### src/common/posc_pkg.sv
// package: constants, field layout and types of the pin override and start-up block
package posc_pkg;

  // ==========================================================
  // register map
  localparam int unsigned       REG_W             = 16;
  localparam int unsigned       ADDR_W            = 12;
  localparam logic [11:0]       ADDR_PIN_OVERRIDE = 12'h00c;
  localparam logic [11:0]       ADDR_STATUS       = 12'h00d;
  localparam logic [15:0]       PIN_OVERRIDE_RST  = 16'h0000;
  localparam logic [15:0]       PIN_OVERRIDE_MASK = 16'h83ff;

  // ==========================================================
  // pin override register fields
  localparam int unsigned OV_BYPASS_BIT     = 0;
  localparam int unsigned OV_AUTOBYPASS_BIT = 1;
  localparam int unsigned OV_RATE_MODE_BIT  = 2;
  localparam int unsigned OV_RATE_SEL_LSB   = 3;
  localparam int unsigned OV_LOOP_BW_LSB    = 5;
  localparam int unsigned OV_MUTE_N_BIT     = 7;
  localparam int unsigned OV_SEC_DATA_BIT   = 8;
  localparam int unsigned OV_DEEMPH_BIT     = 9;
  localparam int unsigned OV_ENABLE_BIT     = 15;

  // ==========================================================
  // status register fields
  localparam int unsigned ST_OV_ACTIVE_BIT  = 0;
  localparam int unsigned ST_BYPASS_BIT     = 1;
  localparam int unsigned ST_LOCKED_BIT     = 2;
  localparam int unsigned ST_SUPPORTED_BIT  = 3;
  localparam int unsigned ST_LOCK_RATE_LSB  = 4;
  localparam int unsigned ST_HOST_MODE_BIT  = 6;
  localparam int unsigned ST_RATE_PIN_LSB   = 7;

  // ==========================================================
  // loop bandwidth levels
  typedef enum logic [1:0] {
    POSC_LOOP_BW_GROUND = 2'b00,
    POSC_LOOP_BW_FLOAT  = 2'b01,
    POSC_LOOP_BW_VCC    = 2'b10
  } posc_loop_bw_t;

  // ==========================================================
  // levels set by the internal pull resistors
  localparam logic          RES_BYPASS     = 1'b0;
  localparam logic          RES_AUTOBYPASS = 1'b0;
  localparam logic          RES_RATE_MODE  = 1'b1;
  localparam posc_loop_bw_t RES_LOOP_BW    = POSC_LOOP_BW_FLOAT;
  localparam logic          RES_MUTE_N     = 1'b1;
  localparam logic          RES_SEC_DATA   = 1'b0;
  localparam logic          RES_DEEMPH     = 1'b0;

  // ==========================================================
  // serial host frame
  localparam logic [5:0]  SPI_CMD_BITS   = 6'h10;
  localparam logic [5:0]  SPI_FRAME_BITS = 6'h20;
  localparam int unsigned SPI_READ_BIT   = 15;

  typedef enum logic [2:0] {
    POSC_SPI_IDLE = 3'b000,
    POSC_SPI_CMD  = 3'b001,
    POSC_SPI_LOAD = 3'b010,
    POSC_SPI_DATA = 3'b011,
    POSC_SPI_DONE = 3'b100
  } posc_spi_state_t;

  // ==========================================================
  // positions in the input synchroniser vector
  localparam int unsigned SY_HOST_SEL = 0;
  localparam int unsigned SY_CS       = 1;
  localparam int unsigned SY_SCK      = 2;
  localparam int unsigned SY_SDI      = 3;
  localparam int unsigned SY_SDO_IN   = 4;
  localparam int unsigned SY_RATE_LSB = 5;
  localparam int unsigned SY_LOCKED   = 7;
  localparam int unsigned SY_SUPP     = 8;
  localparam int unsigned SY_LRATE    = 9;
  localparam int unsigned SY_W        = 11;
  localparam logic [10:0] SY_RST      = 11'h003;

endpackage : posc_pkg

### src/rtl/posc_top.sv
// module: start-up levels, pin override register and shared host pins of the reclocker
`timescale 1ns/1ns

// Behaviour
// - override values act only with enable bit set
// - register-only functions default from pull resistors
// - bypass high routes input around reclocker
// - autobypass bypasses while pll lacks supported lock
// - rate mode high selects automatic rate detection
// - auto mode drives locked rate on rate pins
// - loop bandwidth control sets pll bandwidth level
// - low mute silences primary and secondary data
// - secondary output selects data high, clock low
// - deemphasis enable turns output deemphasis on
// - low interface select gives spi host pins
module posc_top (
  // clock and reset
  input  wire logic       core_clk,
  input  wire logic       rst_n,
  // shared host pins
  input  wire logic       host_interface_select,
  input  wire logic       cs_eq3_pin,
  input  wire logic       sck_eq2_pin,
  input  wire logic       sdi_eq0_pin,
  input  wire logic       sdo_eq1_in,
  output logic            sdo_eq1_out,
  output logic            sdo_eq1_oe,
  // rate select pins
  input  wire logic [1:0] rate_select_in,
  output logic      [1:0] rate_select_out,
  output logic            rate_select_oe,
  // pll status
  input  wire logic       pll_locked,
  input  wire logic       pll_rate_supported,
  input  wire logic [1:0] pll_locked_rate,
  // datapath controls
  output logic            reclock_bypass,
  output logic            rate_mode_select,
  output logic      [1:0] manual_rate_select,
  output logic      [1:0] loop_bandwidth_control,
  output logic            primary_output_mute,
  output logic            secondary_output_mute,
  output logic            secondary_output_data_sel,
  output logic            deemphasis_enable,
  output logic      [3:0] eq_enable,
  output logic            host_mode
);

  // ==========================================================
  // input synchronisers
  logic [posc_pkg::SY_W-1:0] sync_meta_q;
  logic [posc_pkg::SY_W-1:0] sync_q;
  wire  [posc_pkg::SY_W-1:0] sync_raw;

  // all pins and analog status bits, packed for a common two-stage crossing
  assign sync_raw = {pll_locked_rate,
                     pll_rate_supported,
                     pll_locked,
                     rate_select_in,
                     sdo_eq1_in,
                     sdi_eq0_pin,
                     sck_eq2_pin,
                     cs_eq3_pin,
                     host_interface_select};

  // first stage feeds only the second stage
  always_ff @(posedge core_clk) begin
    if (!rst_n) begin
      sync_meta_q <= posc_pkg::SY_RST;
      sync_q      <= posc_pkg::SY_RST;
    end else begin
      sync_meta_q <= sync_raw;
      sync_q      <= sync_meta_q;
    end
  end

  // ==========================================================
  // synchronised levels
  wire       hif_s       = sync_q[posc_pkg::SY_HOST_SEL];
  wire       cs_s        = sync_q[posc_pkg::SY_CS];
  wire       sck_s       = sync_q[posc_pkg::SY_SCK];
  wire       sdi_s       = sync_q[posc_pkg::SY_SDI];
  wire       sdo_in_s    = sync_q[posc_pkg::SY_SDO_IN];
  wire [1:0] rate_pin_s  = sync_q[posc_pkg::SY_RATE_LSB +: 2];
  wire       locked_s    = sync_q[posc_pkg::SY_LOCKED];
  wire       supported_s = sync_q[posc_pkg::SY_SUPP];
  wire [1:0] lock_rate_s = sync_q[posc_pkg::SY_LRATE +: 2];

  // ==========================================================
  // shared pin function
  wire       host_mode_d  = ~hif_s;
  wire       spi_active   = host_mode_d & ~cs_s;
  wire [3:0] eq_enable_d  = host_mode_d ? 4'h0 : {cs_s, sck_s, sdo_in_s, sdi_s};

  // ==========================================================
  // serial host slave
  logic [11:0] acc_addr;
  logic        wr_en;
  logic [15:0] wr_data;
  logic [15:0] rd_data;
  logic        sdo_bit;

  posc_spi_slave u_spi (
    .core_clk   (core_clk),
    .rst_n      (rst_n),
    .spi_active (spi_active),
    .sck_lvl    (sck_s),
    .sdi_lvl    (sdi_s),
    .acc_addr   (acc_addr),
    .wr_en      (wr_en),
    .wr_data    (wr_data),
    .rd_data    (rd_data),
    .sdo_bit    (sdo_bit)
  );

  // ==========================================================
  // pin override register
  logic [15:0] ov_q;
  wire         ov_hit   = (acc_addr == posc_pkg::ADDR_PIN_OVERRIDE);
  wire         st_hit   = (acc_addr == posc_pkg::ADDR_STATUS);
  wire         ov_write = wr_en & ov_hit;

  // bits are stored whatever the enable state; reserved bits stay zero
  always_ff @(posedge core_clk) begin
    if (!rst_n) begin
      ov_q <= posc_pkg::PIN_OVERRIDE_RST;
    end else if (ov_write) begin
      ov_q <= wr_data & posc_pkg::PIN_OVERRIDE_MASK;
    end
  end

  // ==========================================================
  // override fields
  wire       ov_en       = ov_q[posc_pkg::OV_ENABLE_BIT];
  wire       ov_bypass   = ov_q[posc_pkg::OV_BYPASS_BIT];
  wire       ov_autobyp  = ov_q[posc_pkg::OV_AUTOBYPASS_BIT];
  wire       ov_ratemode = ov_q[posc_pkg::OV_RATE_MODE_BIT];
  wire [1:0] ov_rate_sel = ov_q[posc_pkg::OV_RATE_SEL_LSB +: 2];
  wire [1:0] ov_loop_bw  = ov_q[posc_pkg::OV_LOOP_BW_LSB +: 2];
  wire       ov_mute_n   = ov_q[posc_pkg::OV_MUTE_N_BIT];
  wire       ov_sec_data = ov_q[posc_pkg::OV_SEC_DATA_BIT];
  wire       ov_deemph   = ov_q[posc_pkg::OV_DEEMPH_BIT];

  // ==========================================================
  // effective levels: override when enabled, else resistor or pin
  wire       eff_bypass   = ov_en ? ov_bypass   : posc_pkg::RES_BYPASS;
  wire       eff_autobyp  = ov_en ? ov_autobyp  : posc_pkg::RES_AUTOBYPASS;
  wire       eff_ratemode = ov_en ? ov_ratemode : posc_pkg::RES_RATE_MODE;
  wire [1:0] eff_loop_bw  = ov_en ? ov_loop_bw  : posc_pkg::RES_LOOP_BW;
  wire       eff_mute_n   = ov_en ? ov_mute_n   : posc_pkg::RES_MUTE_N;
  wire       eff_sec_data = ov_en ? ov_sec_data : posc_pkg::RES_SEC_DATA;
  wire       eff_deemph   = ov_en ? ov_deemph   : posc_pkg::RES_DEEMPH;
  // manual rate comes from the pins, which define it, unless overridden
  wire [1:0] eff_man_rate = ov_en ? ov_rate_sel : rate_pin_s;

  // ==========================================================
  // datapath decisions
  wire       pll_ok       = locked_s & supported_s;
  wire       bypass_d     = eff_bypass | (eff_autobyp & ~pll_ok);
  wire       rate_oe_d    = eff_ratemode;
  wire [1:0] rate_out_d   = eff_ratemode ? lock_rate_s : 2'h0;
  wire [1:0] man_rate_d   = eff_ratemode ? 2'h0 : eff_man_rate;
  wire       prim_mute_d  = ~eff_mute_n;
  wire       sec_mute_d   = ~eff_mute_n & eff_sec_data;
  wire       sdo_oe_d     = spi_active;

  // ==========================================================
  // output flops
  always_ff @(posedge core_clk) begin
    if (!rst_n) begin
      reclock_bypass            <= posc_pkg::RES_BYPASS;
      rate_mode_select          <= posc_pkg::RES_RATE_MODE;
      manual_rate_select        <= 2'h0;
      rate_select_out           <= 2'h0;
      rate_select_oe            <= 1'b0;
      loop_bandwidth_control    <= posc_pkg::RES_LOOP_BW;
      primary_output_mute       <= ~posc_pkg::RES_MUTE_N;
      secondary_output_mute     <= 1'b0;
      secondary_output_data_sel <= posc_pkg::RES_SEC_DATA;
      deemphasis_enable         <= posc_pkg::RES_DEEMPH;
    end else begin
      reclock_bypass            <= bypass_d;
      rate_mode_select          <= eff_ratemode;
      manual_rate_select        <= man_rate_d;
      rate_select_out           <= rate_out_d;
      rate_select_oe            <= rate_oe_d;
      loop_bandwidth_control    <= eff_loop_bw;
      primary_output_mute       <= prim_mute_d;
      secondary_output_mute     <= sec_mute_d;
      secondary_output_data_sel <= eff_sec_data;
      deemphasis_enable         <= eff_deemph;
    end
  end

  // shared pin function and serial data out
  always_ff @(posedge core_clk) begin
    if (!rst_n) begin
      host_mode   <= 1'b0;
      eq_enable   <= 4'h0;
      sdo_eq1_out <= 1'b0;
      sdo_eq1_oe  <= 1'b0;
    end else begin
      host_mode   <= host_mode_d;
      eq_enable   <= eq_enable_d;
      sdo_eq1_out <= sdo_bit & sdo_oe_d;
      sdo_eq1_oe  <= sdo_oe_d;
    end
  end

  // ==========================================================
  // status word
  logic [15:0] status_word;

  // live state of the block for the host
  always_comb begin
    status_word                                   = 16'h0000;
    status_word[posc_pkg::ST_OV_ACTIVE_BIT]       = ov_en;
    status_word[posc_pkg::ST_BYPASS_BIT]          = bypass_d;
    status_word[posc_pkg::ST_LOCKED_BIT]          = locked_s;
    status_word[posc_pkg::ST_SUPPORTED_BIT]       = supported_s;
    status_word[posc_pkg::ST_LOCK_RATE_LSB +: 2]  = lock_rate_s;
    status_word[posc_pkg::ST_HOST_MODE_BIT]       = host_mode_d;
    status_word[posc_pkg::ST_RATE_PIN_LSB +: 2]   = rate_pin_s;
  end

  // ==========================================================
  // read decode, unmapped addresses answer zero
  always_comb begin
    if (ov_hit) begin
      rd_data = ov_q;
    end else if (st_hit) begin
      rd_data = status_word;
    end else begin
      rd_data = 16'h0000;
    end
  end

endmodule : posc_top

### src/rtl/posc_spi_slave.sv
// module: serial host port slave, frame decode and register access strobes
`timescale 1ns/1ns
module posc_spi_slave (
  // clock and reset
  input  wire logic        core_clk,
  input  wire logic        rst_n,
  // synchronised serial levels
  input  wire logic        spi_active,
  input  wire logic        sck_lvl,
  input  wire logic        sdi_lvl,
  // register access
  output logic [11:0]      acc_addr,
  output logic             wr_en,
  output logic [15:0]      wr_data,
  input  wire logic [15:0] rd_data,
  // serial data out
  output logic             sdo_bit
);

  // ==========================================================
  // state and edge detection
  posc_pkg::posc_spi_state_t state_q;
  posc_pkg::posc_spi_state_t state_d;
  logic        sck_prev_q;
  logic [5:0]  bit_cnt_q;
  logic [15:0] shift_q;
  logic [15:0] out_q;
  logic [11:0] addr_q;
  logic        is_read_q;
  logic        sdo_q;
  logic        wr_en_q;
  logic [15:0] wr_data_q;

  wire         sck_rise  = sck_lvl & ~sck_prev_q;
  wire         sck_fall  = ~sck_lvl & sck_prev_q;
  wire  [15:0] shift_nxt = {shift_q[14:0], sdi_lvl};
  wire  [5:0]  cnt_nxt   = 6'(bit_cnt_q + 6'h01);
  wire         last_cmd  = sck_rise & (cnt_nxt == posc_pkg::SPI_CMD_BITS);
  wire         last_data = sck_rise & (cnt_nxt == posc_pkg::SPI_FRAME_BITS);

  // frame sequencing, abandoned whenever chip select rises
  always_comb begin
    state_d = state_q;
    case (state_q)
      posc_pkg::POSC_SPI_IDLE: if (spi_active) state_d = posc_pkg::POSC_SPI_CMD;
      posc_pkg::POSC_SPI_CMD:  if (last_cmd) state_d = posc_pkg::POSC_SPI_LOAD;
      posc_pkg::POSC_SPI_LOAD: state_d = posc_pkg::POSC_SPI_DATA;
      posc_pkg::POSC_SPI_DATA: if (last_data) state_d = posc_pkg::POSC_SPI_DONE;
      default:                 state_d = state_q;
    endcase
    if (!spi_active) state_d = posc_pkg::POSC_SPI_IDLE;
  end

  // state, counter and input shifter
  always_ff @(posedge core_clk) begin
    if (!rst_n) begin
      state_q    <= posc_pkg::POSC_SPI_IDLE;
      sck_prev_q <= 1'b0;
      bit_cnt_q  <= 6'h00;
      shift_q    <= 16'h0000;
    end else begin
      state_q    <= state_d;
      sck_prev_q <= sck_lvl;
      if (state_q == posc_pkg::POSC_SPI_IDLE) begin
        bit_cnt_q <= 6'h00;
      end else if (sck_rise) begin
        bit_cnt_q <= cnt_nxt;
        shift_q   <= shift_nxt;
      end
    end
  end

  // command capture and read data load
  always_ff @(posedge core_clk) begin
    if (!rst_n) begin
      addr_q    <= 12'h000;
      is_read_q <= 1'b0;
      out_q     <= 16'h0000;
      sdo_q     <= 1'b0;
    end else begin
      if (state_q == posc_pkg::POSC_SPI_CMD && last_cmd) begin
        addr_q    <= shift_nxt[11:0];
        is_read_q <= shift_nxt[posc_pkg::SPI_READ_BIT];
      end
      if (state_q == posc_pkg::POSC_SPI_LOAD) begin
        out_q <= rd_data;
      end else if (state_q == posc_pkg::POSC_SPI_DATA && sck_fall) begin
        sdo_q <= out_q[15];
        out_q <= {out_q[14:0], 1'b0};
      end else if (state_q == posc_pkg::POSC_SPI_IDLE) begin
        sdo_q <= 1'b0;
      end
    end
  end

  // one-cycle write strobe at the last data bit of a write frame
  always_ff @(posedge core_clk) begin
    if (!rst_n) begin
      wr_en_q   <= 1'b0;
      wr_data_q <= 16'h0000;
    end else begin
      wr_en_q <= (state_q == posc_pkg::POSC_SPI_DATA) & last_data & ~is_read_q;
      if ((state_q == posc_pkg::POSC_SPI_DATA) & last_data) wr_data_q <= shift_nxt;
    end
  end

  assign acc_addr = addr_q;
  assign wr_en    = wr_en_q;
  assign wr_data  = wr_data_q;
  assign sdo_bit  = sdo_q;

endmodule : posc_spi_slave

### config.mk
export PLATFORM = sky130hd
export DESIGN_NAME = posc_top
export DESIGN_NICKNAME = d
export VERILOG_FILES = /design/src/common/posc_pkg.sv /design/src/rtl/posc_top.sv /design/src/rtl/posc_spi_slave.sv
export SDC_FILE = /design/constraint.sdc
export NUM_CORES = 1
export LEC_CHECK = 0
export ABC_AREA = 1
export ABC_CLOCK_PERIOD_IN_PS = 4340
export BUFFER_PORTS_ARGS = -buffer_cell sky130_fd_sc_hd__buf_2
export CAP_MARGIN = 5
export CORE_MARGIN = 5
export CORE_UTILIZATION = 42
export DETAILED_ROUTE_END_ITERATION = 10
export GPL_TIMING_DRIVEN = 0
export PLACE_DENSITY = 0.56
export SLEW_MARGIN = 10
export SYNTH_ARGS = -nofsm -noshare
export SYNTH_HDL_FRONTEND = slang
export SYNTH_SLANG_ARGS = --single-unit
export TNS_END_PERCENT = 5
### constraint.sdc
create_clock -name core_clk -period 4.34 [get_ports core_clk]
set_input_delay 1.302 -clock core_clk [delete_from_list [all_inputs] [get_ports core_clk]]
set_output_delay 1.302 -clock core_clk [all_outputs]
set_load 0.02 [all_outputs]
==> Word level (Yosys, flattened, before mapping) <==
Cells that the tools add are included.
{ "classes": {"n_lt_le_gt_ge": 0, "n_div": 0, "bitwise_logic": 23, "reduce_logical": 15, "n_addsub": 1, "n_shift": 0, "multipliers": 0, "eq_ne": 9, "n_mux": 15} }
{ "ops": {"columns": ["operator", "n"], "rows": [
  ["$mux W16", 3],
  ["$eq A12 B4 Y1 const B", 2],
  ["$and A1 B1 Y1", 12],
  ["$pmux W3 S4", 1],
  ["$reduce_and A2 Y1", 6],
  ["$not A1 Y1", 10],
  ["$mux W9", 1],
  ["$mux W1", 7],
  ["$add A6 B1 Y6 const B", 1],
  ["$eq A3 B2 Y1 const B", 2],
  ["$eq A6 B5 Y1 const B", 1],
  ["$eq A6 B6 Y1 const B", 1],
  ["$mux W3", 2],
  ["$ne A2 B1 Y1 const B", 2],
  ["$reduce_bool A2 Y1", 2],
  ["$reduce_bool A4 Y1", 1],
  ["$reduce_or A2 Y1", 2],
  ["$eq A3 B1 Y1 const B", 1],
  ["$logic_not A3 Y1", 1],
  ["$reduce_and A3 Y1", 1],
  ["$logic_and A1 B1 Y1", 2],
  ["$mux W2", 1],
  ["$or A1 B1 Y1", 1]
]} }
{ "word_totals": {"wordCells": 90, "ram_bits": 0, "inputBits": 13, "register_bits": 125, "rom_bits": 0, "memories": 0, "latchBits": 0} }

==> Depth between registers and ports, before layout <==
Gate-level depths: netlist (run 1).
{ "logic_depth": {"word_depth": 7, "ltp_mapped": 13, "depth_no_buf": 13} }

==> Cells and area by module <==
Synthesis (run 1) repeated with hierarchy kept, for this count alone.
{ "unflattened": {"cells_unflattened": 626, "hier_area_um2": 4909.7} }
{ "by_module_without_submodules": {"columns": ["module", "instances", "seq_area_each_um2", "area_each_um2", "cells_each"], "rows": [
  ["posc_spi_slave", 1, 1441.4, 2992.9, 372],
  ["posc_top", 1, 1061.0, 1916.8, 254]
]} }

==> Worst setup path after synthesis (run 1) <==
Ideal clock, no wire load.
{ "synth_timing": {"path_kind": "in2reg", "from": "in rst_n", "to": "reg u_spi.out_q[0]", "setup_time_ns": 0.058, "required_time_ns": 4.282, "path_buffers": 3, "path_stages": 5, "t_arrival_ns": 2.102, "path_slack_ns": 2.180, "path_cell_list": "buf_2 -> clkbuf_1 -> clkbuf_1 -> o21ai_1 -> inv_1"} }
{ "synth_rtl": {"columns": ["element", "line", "rtl"], "rows": [
  ["from (decl)", "posc_top.sv:19", "input wire logic rst_n,"],
  ["to (signal assigned)", "posc_spi_slave.sv:86", "out_q <= rd_data;"],
  ["to (signal assigned)", "posc_spi_slave.sv:89", "out_q <= {out_q[14:0], 1'b0};"],
  ["to (decl)", "posc_spi_slave.sv:27", "logic [15:0] out_q;"]
]} }
No word-level cell between the ends.

==> Worst setup path after layout (run 1) <==
{ "layout_timing": {"from": "reg loop_bandwidth_control[0]", "to": "out loop_bandwidth_control[0]"} }
{ "layout_rtl": {"columns": ["element", "line", "rtl"], "rows": [
  ["from (decl)", "posc_top.sv:40", "output logic [1:0] loop_bandwidth_control,"],
  ["from (signal assigned)", "posc_top.sv:176", "loop_bandwidth_control <= posc_pkg::RES_LOOP_BW;"],
  ["from (signal assigned)", "posc_top.sv:187", "loop_bandwidth_control <= eff_loop_bw;"]
]} }
No word-level cell between the ends.

==> results of run 1 <==
flip-flops by register name, summed over array words and instances (netlist names), 3 cells and up:
register and count:
ov_q 11, u_spi.acc_addr 12, u_spi.bit_cnt_q 6, sync_q 11, u_spi.out_q 16, u_spi.wr_data 11
sync_meta_q 11, eq_enable 4, u_spi.shift_q 15, u_spi.state_q 3
metrics by stage:
step / hold WS (ns) / setup WS, ns / area (µm²) / utilization (%)
5_1_grt: 0.4344 / 1.992 / 5518 / 51.35
6_report: 0.4111 / 2.054 / 5518 / 51.35
2_1_floorplan: 0.3905 / 2.180 / 4582 / -
3_3_place_gp: 0.3949 / 1.801 / 4912 / 45.72
4_1_cts: 0.4119 / 2.024 / 5518 / 51.35
3_5_place_dp: 0.4016 / 1.782 / 4912 / 45.72
cell families after synthesis:
family | Yosys count
compound gates | 132
xor+xnor | 1
fa+ha+maj | 2
buf+inv | 115
flops | 120
simple gates | 193
area by class of cell:
class                      count  area [µm²]  share of cell area [%]
clock buffer                  17       414.1                   7.506
clock inverter                15       191.4                   3.469
multi-input combinational    328        1699                   30.79
sequential                   120        2402                   43.54
inverter                      92       345.3                   6.259
tap                          140       175.2                   3.175
timing repair buffer          31       155.1                   2.812
buffer                        23       135.1                   2.449
layer usage:
layer	track usage [%]	vias up	share of wire (%)
li1	-	1897	-
met1	22.23	1641	52
met2	22.86	58	44
met3	4.863	6	3.5
met4	4.592	0	0.70
met5	0	-	0
final timing paths:
kind                                           startpoint                         to  slack, ns  depth (start not counted)
worst min register to register             sync_meta_q[2]                  sync_q[2]       0.41                          2
worst max register to register         u_spi.bit_cnt_q[0]           u_spi.wr_data[6]       2.36                         11
worst min-delay path                       sync_meta_q[2]                  sync_q[2]       0.41                          2
worst max-delay path            loop_bandwidth_control[0]  loop_bandwidth_control[0]       2.05                          1
tightest hold or removal path, stage by stage, from the launching register on:
cell     delay, ns
dfxtp_1       0.30
nand2_1       0.05
inv_1         0.04
cell usage after synthesis, types with 2 or more instances:
master	number
dfxtp_1	120
nor3_1	2
nand2_1	82
nand4_1	6
inv_1	82
nor2_2	2
o21ai_0	43
a21oi_2	8
o21ai_1	24
inv_2	9
buf_6	5
nand3_2	4
or2_2	8
clkbuf_1	9
nor2_1	53
buf_2	8
nor2_4	3
ha_1	2
o211ai_1	5
a21oi_1	46
nand3_1	20
a31oi_1	2
nand2_2	4
nand2_4	2
power groups by stage:
stage                     Combinational (µW)  Sequential, µW  Clock, µW
after CTS                               55.3            1120       1450
after detailed placement                55.1            1140          0
after global routing                    62.7            1120       1500
after global placement                  54.5            1140          0
after floorplan                         32.2            1150          0
final                                   54.4            1120       1420
==> impl_metrics.yaml, run 1 <==
run_status:
  status: "finished, final reports clean"
timing:
  setup_viol: 0
  period_needed_ns: 2.286
  slew_violations: 0
  slew_headroom_pct: 62.68
  skew_ns: 0.008587
  fmax_mhz: 437.5
  post-route-period-util_pct: 52.67
  rsz0062_at_grt: "no"
  tns_ns: 0
  tightest_slew_ns: 0.5578
  hold_viol_final: 0
clock_network:
  cts_setup_buffers: 0
  clockBufferDepth: 2
  cts_resized: 0
  cts_tree: "yes"
  cts_hold_buf: 0
  clk_latency_ns: 0.51
  htree_levels: 4
  clock-sinks: 120
  clkSlewWorstSetupHoldPaths_ns: 0.06
  clockRootBuffer: "clkbuf_8"
  cts_buffers: 17
placement:
  place_inst: 734
  hpwl_um: 6998
  place.gp.congestion: 0.8415
  place.port_buffers: 31
yosys:
  synth_cells: 563
  synthFlopType: "dfxtp_1"
  synthAdderAreaFrac_pct: 0.5461
  synth_top_area_cell: "dfxtp_1"
  synth_edf_count: 0
  yosysWarningCount: 0
  ys_seq_elements: 120
  synth_top_area_share_pct: 52.43
  synth_xor_xnor_area_share_pct: 0.1912
  synth_area_leaders: "dfxtp_1 (52%), inv_1 (6.7%), nand2_1 (6.7%)"
  synth_top_family_by_area: "simple AND/OR/NAND/NOR gates"
  syn-cell-area_um2: 4582
  synth.distinct_cells: 38
  syn_avg_cell_area_um2: 8.138
  yosysSeqAreaShare_pct: 52.43
  synthMuxAreaShare_pct: 0
  async_reset_ff_share_pct: 0
  syn-num-nets: 578
  synth_compound_gate_area_share_pct: 15.78
  yosys.area_share.simple_pct: 20.56
setup_path:
  critPathArrivalTime_ns: 0.98
  slowest_delay_ns: 0.31
  crit_family: "flip-flops"
  cp.required_ns: 3.04
  critPathMaxFanout: 1
  critical_path_class: "flip-flop to primary output"
  crit_chain: "buf_2"
  worst_setup_path_start_kind: "flip-flop"
  crit_slowest_cell: "dfxtp_1"
  cp.buffers_inverters: 1
  end_kind: "primary output"
run:
  cap_viol_max_count: 0
layout:
  syn2layout_area_growth_pct: 20.43
  layout_common_cells: "dfxtp_1 (120), inv_1 (82), nand2_1 (82)"
  fin_nets: 628
  drive_above_1_share_pct: 19.81
  fillCellCount: 1070
  stdcell_count: 766
  layout_commonest_cell: "dfxtp_1"
  antenna_cells: 0
die:
  die-area_um2: 13100
  initial_core_util_pct: 42.64
  core_um2: 10750
  rows: 38
  die_h_um: 114.4
  die_w_um: 114.4
  io_pins: 33
route:
  drtAntennaViolNets: 0
  viasPerCell: 4.702
  drt_iter0_drc: 160
  wl_per_cell_um: 12.75
  drt-total-wl_um: 9765
  drc: 0
  route.vias.total: 3602
  firstDrtPassIters: 4
worst_hold_path:
  hp-class: "flip-flop to flip-flop"
power_and_ir_drop:
  p_int_uw: 2020
  p_clk_share_pct: 54.8
  combPwrFrac_pct: 2.1
  switching_share_pct: 22.20
  p_total_uw: 2597
  p_sw_uw: 576.4
  power.density_nw_per_um2: 470.6
  vdd_drop_max_mv: 0.3939
  seq_power_share_pct: 43.1
  power.leakage_uw: 0.002447
global_routing:
  grt-ovfl-total: 0
  grt_pass1_wl_um: 16080
  antenna_found_initial: 0
  grt_max_degree: 17
  grt_pass1_vias: 3269
  grtUsageTotal_pct: 15.66
Power figures use the tool's default switching activity.
==> run 2, diff against run 1 <==
--- a/config.mk
+++ b/config.mk
@@ -5,15 +5,15 @@
 export SDC_FILE = /design/constraint.sdc
 export NUM_CORES = 1
 export LEC_CHECK = 0
-export ABC_AREA = 1
-export ABC_CLOCK_PERIOD_IN_PS = 4340
+export ABC_AREA = 0
+export ABC_CLOCK_PERIOD_IN_PS = 2100
 export BUFFER_PORTS_ARGS = -buffer_cell sky130_fd_sc_hd__buf_2
 export CAP_MARGIN = 5
 export CORE_MARGIN = 5
 export CORE_UTILIZATION = 42
 export DETAILED_ROUTE_END_ITERATION = 10
 export GPL_TIMING_DRIVEN = 0
-export PLACE_DENSITY = 0.56
+export PLACE_DENSITY = 0.58
 export SLEW_MARGIN = 10
 export SYNTH_ARGS = -nofsm -noshare
 export SYNTH_HDL_FRONTEND = slang
==> constraint.sdc (replaced) <==
create_clock -name core_clk -period 2.1 [get_ports core_clk]
set_input_delay 0.63 -clock core_clk [delete_from_list [all_inputs] [get_ports core_clk]]
set_output_delay 0.63 -clock core_clk [all_outputs]
set_load 0.02 [all_outputs]
==> impl_metrics.yaml, run 2 <==
layout:
  syn2layout_area_growth_pct: 21.34
  largest_reg_flops: 16
  layout_common_cells: "dfxtp_1 (118), nand2_1 (86), buf_2 (36)"
  fin_area_um2: 5485
  drive_above_1_share_pct: 17.25
  fillCellCount: 965
  multi_input_area_um2: 1971
  regArea_um2: 2407
  layout_commonest_cell: "dfxtp_1"
  antenna_cells: 0
  largest-register: "u_spi.out_q"
  fin_nets: 541
  stdcell_count: 675
power_and_ir_drop:
  p_clk_share_pct: 54.0
  seq_power_share_pct: 44.2
  p_total_uw: 5235
  p_int_uw: 4061
  combPwrFrac_pct: 1.9
  p_sw_uw: 1173
  power.density_nw_per_um2: 954.3
  power.leakage_uw: 0.002196
  vdd_drop_max_mv: 0.5447
  switching_share_pct: 22.41
setup_path:
  critical_path_class: "flip-flop to flip-flop"
  slowest_delay_ns: 0.58
  cp.buffers_inverters: 0
  cp.required_ns: 2.55
  crit_slowest_cell: "or4_4"
  ff2ff_setup_slack_ns: 0.13
  timing.rr.end: "u_spi.out_q[1]"
  timing.rr.start: "u_spi.acc_addr[5]"
  worst_setup_path_start_kind: "flip-flop"
  critPathArrivalTime_ns: 2.42
  ff2ff_path_depth: 5
  crit_chain: "or4_4 -> nor4_4 -> nand2_2 -> o211ai_2 -> and3_1"
  end_kind: "flip-flop"
  crit_family: "simple AND/OR/NAND/NOR gates"
  critPathMaxFanout: 8
yosys:
  synthFlopType: "dfxtp_1"
  syn_avg_cell_area_um2: 9.517
  syn-num-nets: 490
  yosys.area_share.simple_pct: 23.22
  yosysMostFrequentCell: "dfxtp_1"
  synthMuxAreaShare_pct: 6.421
  synthAdderAreaFrac_pct: 0.5536
  synth_top_area_share_pct: 53.14
  yosysWarningCount: 0
  synth_edf_count: 0
  synth.distinct_cells: 50
  synth_area_leaders: "dfxtp_1 (53%), nand2_1 (7.1%), mux2i_1 (6.4%)"
  yosysSeqAreaShare_pct: 53.14
  synth_cells: 475
  synth_top_area_cell: "dfxtp_1"
  synth_compound_gate_area_share_pct: 11.54
  ys_seq_elements: 120
  yosys-top-cells-count: "dfxtp_1 (120), nand2_1 (86), mux2i_1 (29)"
  synth_top_family_by_area: "simple AND/OR/NAND/NOR gates"
  synth_xor_xnor_area_share_pct: 0.9687
  syn-cell-area_um2: 4521
  async_reset_ff_share_pct: 0
global_routing:
  grt_pass1_wl_um: 16130
  grt-ovfl-total: 0
  antenna_found_initial: 0
  grtUsageTotal_pct: 15.70
  grt_max_degree: 17
  grt_pass1_vias: 3251
die:
  core_um2: 10420
  initial_core_util_pct: 43.40
  die_w_um: 113.7
  die_h_um: 113.7
  io_pins: 33
  die-area_um2: 12940
  rows: 37
clock_network:
  htree_levels: 4
  clockRootBuffer: "clkbuf_8"
  clock-sinks: 120
  cts_buffers: 17
  clockBufferDepth: 2
  clk_latency_ns: 0.51
  cts_tree: "yes"
  clkSlewWorstSetupHoldPaths_ns: 0.06
timing:
  fmax_mhz: 507.3
  setup_viol: 0
  rsz0062_at_grt: "no"
  slew_headroom_pct: 59.86
  period_needed_ns: 1.971
  tightest_slew_ns: 0.5976
  skew_ns: 0.01087
  post-route-period-util_pct: 93.87
  slew_violations: 0
  hold_viol_final: 0
run_status:
  status: "finished, final reports clean"
worst_hold_path:
  worstHoldEndpoint: "sync_meta_q[5]"
  hp-start: "rate_select_in[0]"
  hold_path_depth: 2
  hp-class: "input pin to flip-flop"
route:
  firstDrtPassIters: 4
  route.vias.total: 3350
  viasPerCell: 4.963
  wl_per_cell_um: 14.20
  drtAntennaViolNets: 0
  drt_iter0_drc: 225
  drt-total-wl_um: 9587
  drc: 0
placement:
  place.port_buffers: 31
  place.gp.congestion: 0.8255
  place_area_um2: 4846
  hpwl_um: 6830
  place_inst: 642
run:
  cap_viol_max_count: 0
run 2: changes by cell type after synthesis, moves of 10 or more:
cell / before / now
nor2_1: 53 / 25
a21boi_0: 0 / 19
o21ai_1: 24 / 0
clkbuf_1: 9 / 19
and2_1: 1 / 23
o21ai_0: 43 / 3
inv_1: 82 / 12
a21oi_1: 46 / 14
nor2b_1: 0 / 17
mux2i_1: 0 / 29
run 2: cell type report:
type / count / area share, %
flip-flops and latches: 120 / 43.89
multi-input cells: 314 / 35.93
clock buffers: 18 / 7.619
well taps: 136 / 3.102
clock inverters: 14 / 3.011
repair buffers: 32 / 2.965
plain buffers: 29 / 2.669
inverters: 12 / 0.8212
run 2: logic make-up after synthesis:
group / count (synthesis)
AO/OA/AOI/OAI: 72
multiplexers: 29
flip-flops: 120
buffers and inverters: 41
AND/OR/NAND/NOR: 206
XOR/XNOR: 5
adder cells (fa/ha/maj): 2
run 2: power by group through the flow:
stage | Clock [µW] | Combinational [µW] | Sequential (µW)
6_report | 2830 | 97.5 | 2310
5_1_grt | 2990 | 109 | 2310
4_1_cts | 2880 | 99.6 | 2310
3_5_place_dp | 0 | 99.1 | 2360
3_3_place_gp | 0 | 98.3 | 2360
2_1_floorplan | 0 | 54.0 | 2370
run 2: stage by stage:
stage | TNS (ns) | utilization, % | setup slack, ns | hold slack [ns]
floorplan | 0 | - | 0.1410 | 0.3863
global placement | -9.934 | 46.52 | -0.2988 | 0.3999
detailed placement | -9.731 | 46.52 | -0.3055 | 0.4016
CTS | 0 | 52.26 | 0.01205 | 0.3049
global route | 0 | 52.66 | 0.01932 | 0.3055
finish | 0 | 52.66 | 0.1287 | 0.3227
run 2: worst max-delay path by stage:
stage                             startpoint          endpoint  slack, ns  depth (start not counted)
after global placement                 rst_n    u_spi.out_q[7]      -0.30                          5
after global routing        u_spi.state_q[1]    u_spi.out_q[8]       0.02                          7
after floorplan           u_spi.bit_cnt_q[1]  u_spi.wr_data[1]       0.14                          8
after CTS                 u_spi.bit_cnt_q[1]  u_spi.wr_data[1]       0.01                          8
after detailed placement               rst_n    u_spi.out_q[6]      -0.31                          5
final                      u_spi.acc_addr[5]    u_spi.out_q[1]       0.13                          5
run 2: routing by layer:
metal  wire length, µm  share of wire, %  vias to the layer above  track usage [%]
li1                  -                 -                     1709                -
met1              4661                49                     1562            20.99
met2              4392                46                       62            24.73
met3               396               4.1                       17            3.554
met4               137               1.4                        0            6.010
met5                 0                 0                        -                0
run 2: repair_timing:
| item | CTS | global route |
|---|---|---|
| endpoints found under the setup margin | 21 | 24 |
| pin swaps | 0 | 1 |
| resized for setup | 4 | 8 |
| setup buffers | 0 | 1 |
| hold buffers | 0 | 0 |
| gates cloned | 0 | 0 |
==> run 3, diff against run 2 <==
--- a/config.mk
+++ b/config.mk
@@ -5,15 +5,15 @@
 export SDC_FILE = /design/constraint.sdc
 export NUM_CORES = 1
 export LEC_CHECK = 0
-export ABC_AREA = 0
+export ABC_AREA = 1
 export ABC_CLOCK_PERIOD_IN_PS = 2100
 export BUFFER_PORTS_ARGS = -buffer_cell sky130_fd_sc_hd__buf_2
 export CAP_MARGIN = 5
 export CORE_MARGIN = 5
-export CORE_UTILIZATION = 42
+export CORE_UTILIZATION = 40
 export DETAILED_ROUTE_END_ITERATION = 10
 export GPL_TIMING_DRIVEN = 0
-export PLACE_DENSITY = 0.58
+export PLACE_DENSITY = 0.56
 export SLEW_MARGIN = 10
 export SYNTH_ARGS = -nofsm -noshare
 export SYNTH_HDL_FRONTEND = slang
==> impl_metrics.yaml, run 3 (synthesized netlist as in run 1, its figures left out) <==
clock_network:
  clock-sinks: 120
  clockRootBuffer: "clkbuf_16"
  clk_latency_ns: 0.41
  clockBufferDepth: 2
  cts_buffers: 17
  cts_tree: "yes"
  htree_levels: 4
  clkSlewWorstSetupHoldPaths_ns: 0.05
setup_path:
  critPathMaxFanout: 10
  critPathArrivalTime_ns: 2.25
  critical_path_class: "flip-flop to flip-flop"
  cp.required_ns: 2.40
  worst_setup_path_start_kind: "flip-flop"
  end_kind: "flip-flop"
die:
  io_pins: 33
  rows: 39
  die_w_um: 117.0
  die_h_um: 117.0
  core_um2: 11320
  die-area_um2: 13690
  initial_core_util_pct: 40.47
layout:
  largest-register: "u_spi.out_q"
  largest_reg_flops: 16
  layout_common_cells: "dfxtp_1 (119), inv_1 (82), nand2_1 (82)"
  stdcell_count: 769
  layout_commonest_cell: "dfxtp_1"
  drive_above_1_share_pct: 19.81
  fin_nets: 628
  antenna_cells: 0
  syn2layout_area_growth_pct: 19.52
timing:
  slew_headroom_pct: 64.14
  hold_viol_final: 0
  period_needed_ns: 1.953
  rsz0062_at_grt: "no"
  fmax_mhz: 512.1
  skew_ns: 0.006477
  tightest_slew_ns: 0.5360
  setup_viol: 0
  slew_violations: 0
  tns_ns: 0
  post-route-period-util_pct: 93.00
placement:
  place.port_buffers: 31
  place.gp.congestion: 0.8287
  hpwl_um: 7205
  place_inst: 737
power_and_ir_drop:
  switching_share_pct: 21.78
  p_clk_share_pct: 52.8
  vdd_drop_max_mv: 0.7650
  combPwrFrac_pct: 2.2
  power.density_nw_per_um2: 938.2
  p_int_uw: 4019
  p_sw_uw: 1119
  seq_power_share_pct: 45.0
  power.leakage_uw: 0.002424
route:
  viasPerCell: 4.782
  drt_iter0_drc: 227
  route.vias.total: 3677
  drc: 0
  wl_per_cell_um: 13.11
  firstDrtPassIters: 5
  drt-total-wl_um: 10080
  drtAntennaViolNets: 0
global_routing:
  grt_max_degree: 17
  antenna_found_initial: 0
  grtUsageTotal_pct: 15.69
  grt-ovfl-total: 0
  grt_pass1_wl_um: 16310
  grt_pass1_vias: 3394
worst_hold_path:
  hp-class: "input pin to flip-flop"
run_status:
  status: "finished, final reports clean"
run:
  cap_viol_max_count: 0
-- run 3: cell types whose count changed in the layout (fill, tap and decap cells not counted), sizes merged, moves of 7 or more --
cell | previous run | this run
inv | 18 | 91
o21ai | 3 | 68
a21oi | 14 | 54
nor2 | 25 | 59
mux2i | 29 | 0
a21boi | 26 | 0
and2 | 23 | 1
nor2b | 17 | 0
nand3 | 16 | 25
and3 | 8 | 0
clkbuf | 38 | 30
nand2b | 8 | 0
a22oi | 7 | 0
nand4 | 1 | 8
-- run 3: routing by layer --
layer / track usage (%) / vias to the layer above / wire, µm
met3: 4.730 / 12 / 432
li1: - / 1899 / -
met5: 0 / - / 0
met4: 6.804 / 0 / 111
met1: 21.11 / 1702 / 5071
met2: 23.36 / 64 / 4467
-- run 3: power by group through the flow --
stage          Combinational, µW  Sequential, µW  Clock (µW)
2_1_floorplan               66.5            2370           0
3_3_place_gp                 113            2360           0
3_5_place_dp                 115            2360           0
4_1_cts                      115            2310        2750
5_1_grt                      128            2320        2850
6_report                     113            2310        2710
-- run 3: final cells by class --
class,count,area [µm²]
Fill cell,1101,5844
Sequential cell,120,2404
Multi-Input combinational cell,328,1699
Clock buffer,20,456.7
Inverter,92,345.3
Tap cell,143,178.9
Timing Repair Buffer,31,155.1
Buffer,23,135.1
Clock inverter,12,102.6
-- run 3: critical path, stage by stage, from the launching register on --
cell and delay, ns:
dfxtp_1 0.51, ha_1 0.28, inv_1 0.05, nand2_1 0.09
nand3_2 0.13, clkinv_1 0.06, nand2_1 0.05, nor2_2 0.15
nand3_4 0.14, buf_6 0.17, o21ai_1 0.16, a21oi_2 0.04
-- run 3: timing repair --
action | in CTS | in global routing
hold endpoints to repair | 0 | 0
hold buffers | 0 | 0
endpoints found under the setup margin | 0 | 7
gates resized for setup | 0 | 1
buffers inserted | 0 | 0
-- run 3: final timing paths --
path | start | slack (ns) | to | depth (start not counted)
worst max-delay path | u_spi.bit_cnt_q[1] | 0.15 | u_spi.wr_data[6] | 11
worst min-delay path | pll_locked_rate[1] | 0.40 | sync_meta_q[10] | 3
worst max register to register | u_spi.bit_cnt_q[1] | 0.15 | u_spi.wr_data[6] | 11
worst min register to register | sync_meta_q[9] | 0.41 | sync_q[9] | 2
-- run 3: per-stage QoR --
stage	total power (µW)	utilization, %	hold WS, ns	setup slack (ns)	cell area [µm²]
2_1_floorplan	2434	-	0.3905	0.4133	4582
3_3_place_gp	2476	43.42	0.3951	0.1931	4916
5_1_grt	5291	48.38	0.3960	0.01063	5477
6_report	5138	48.38	0.3982	0.1471	5477
3_5_place_dp	2478	43.42	0.3947	0.1615	4916
4_1_cts	5182	48.36	0.3823	0.1179	5475
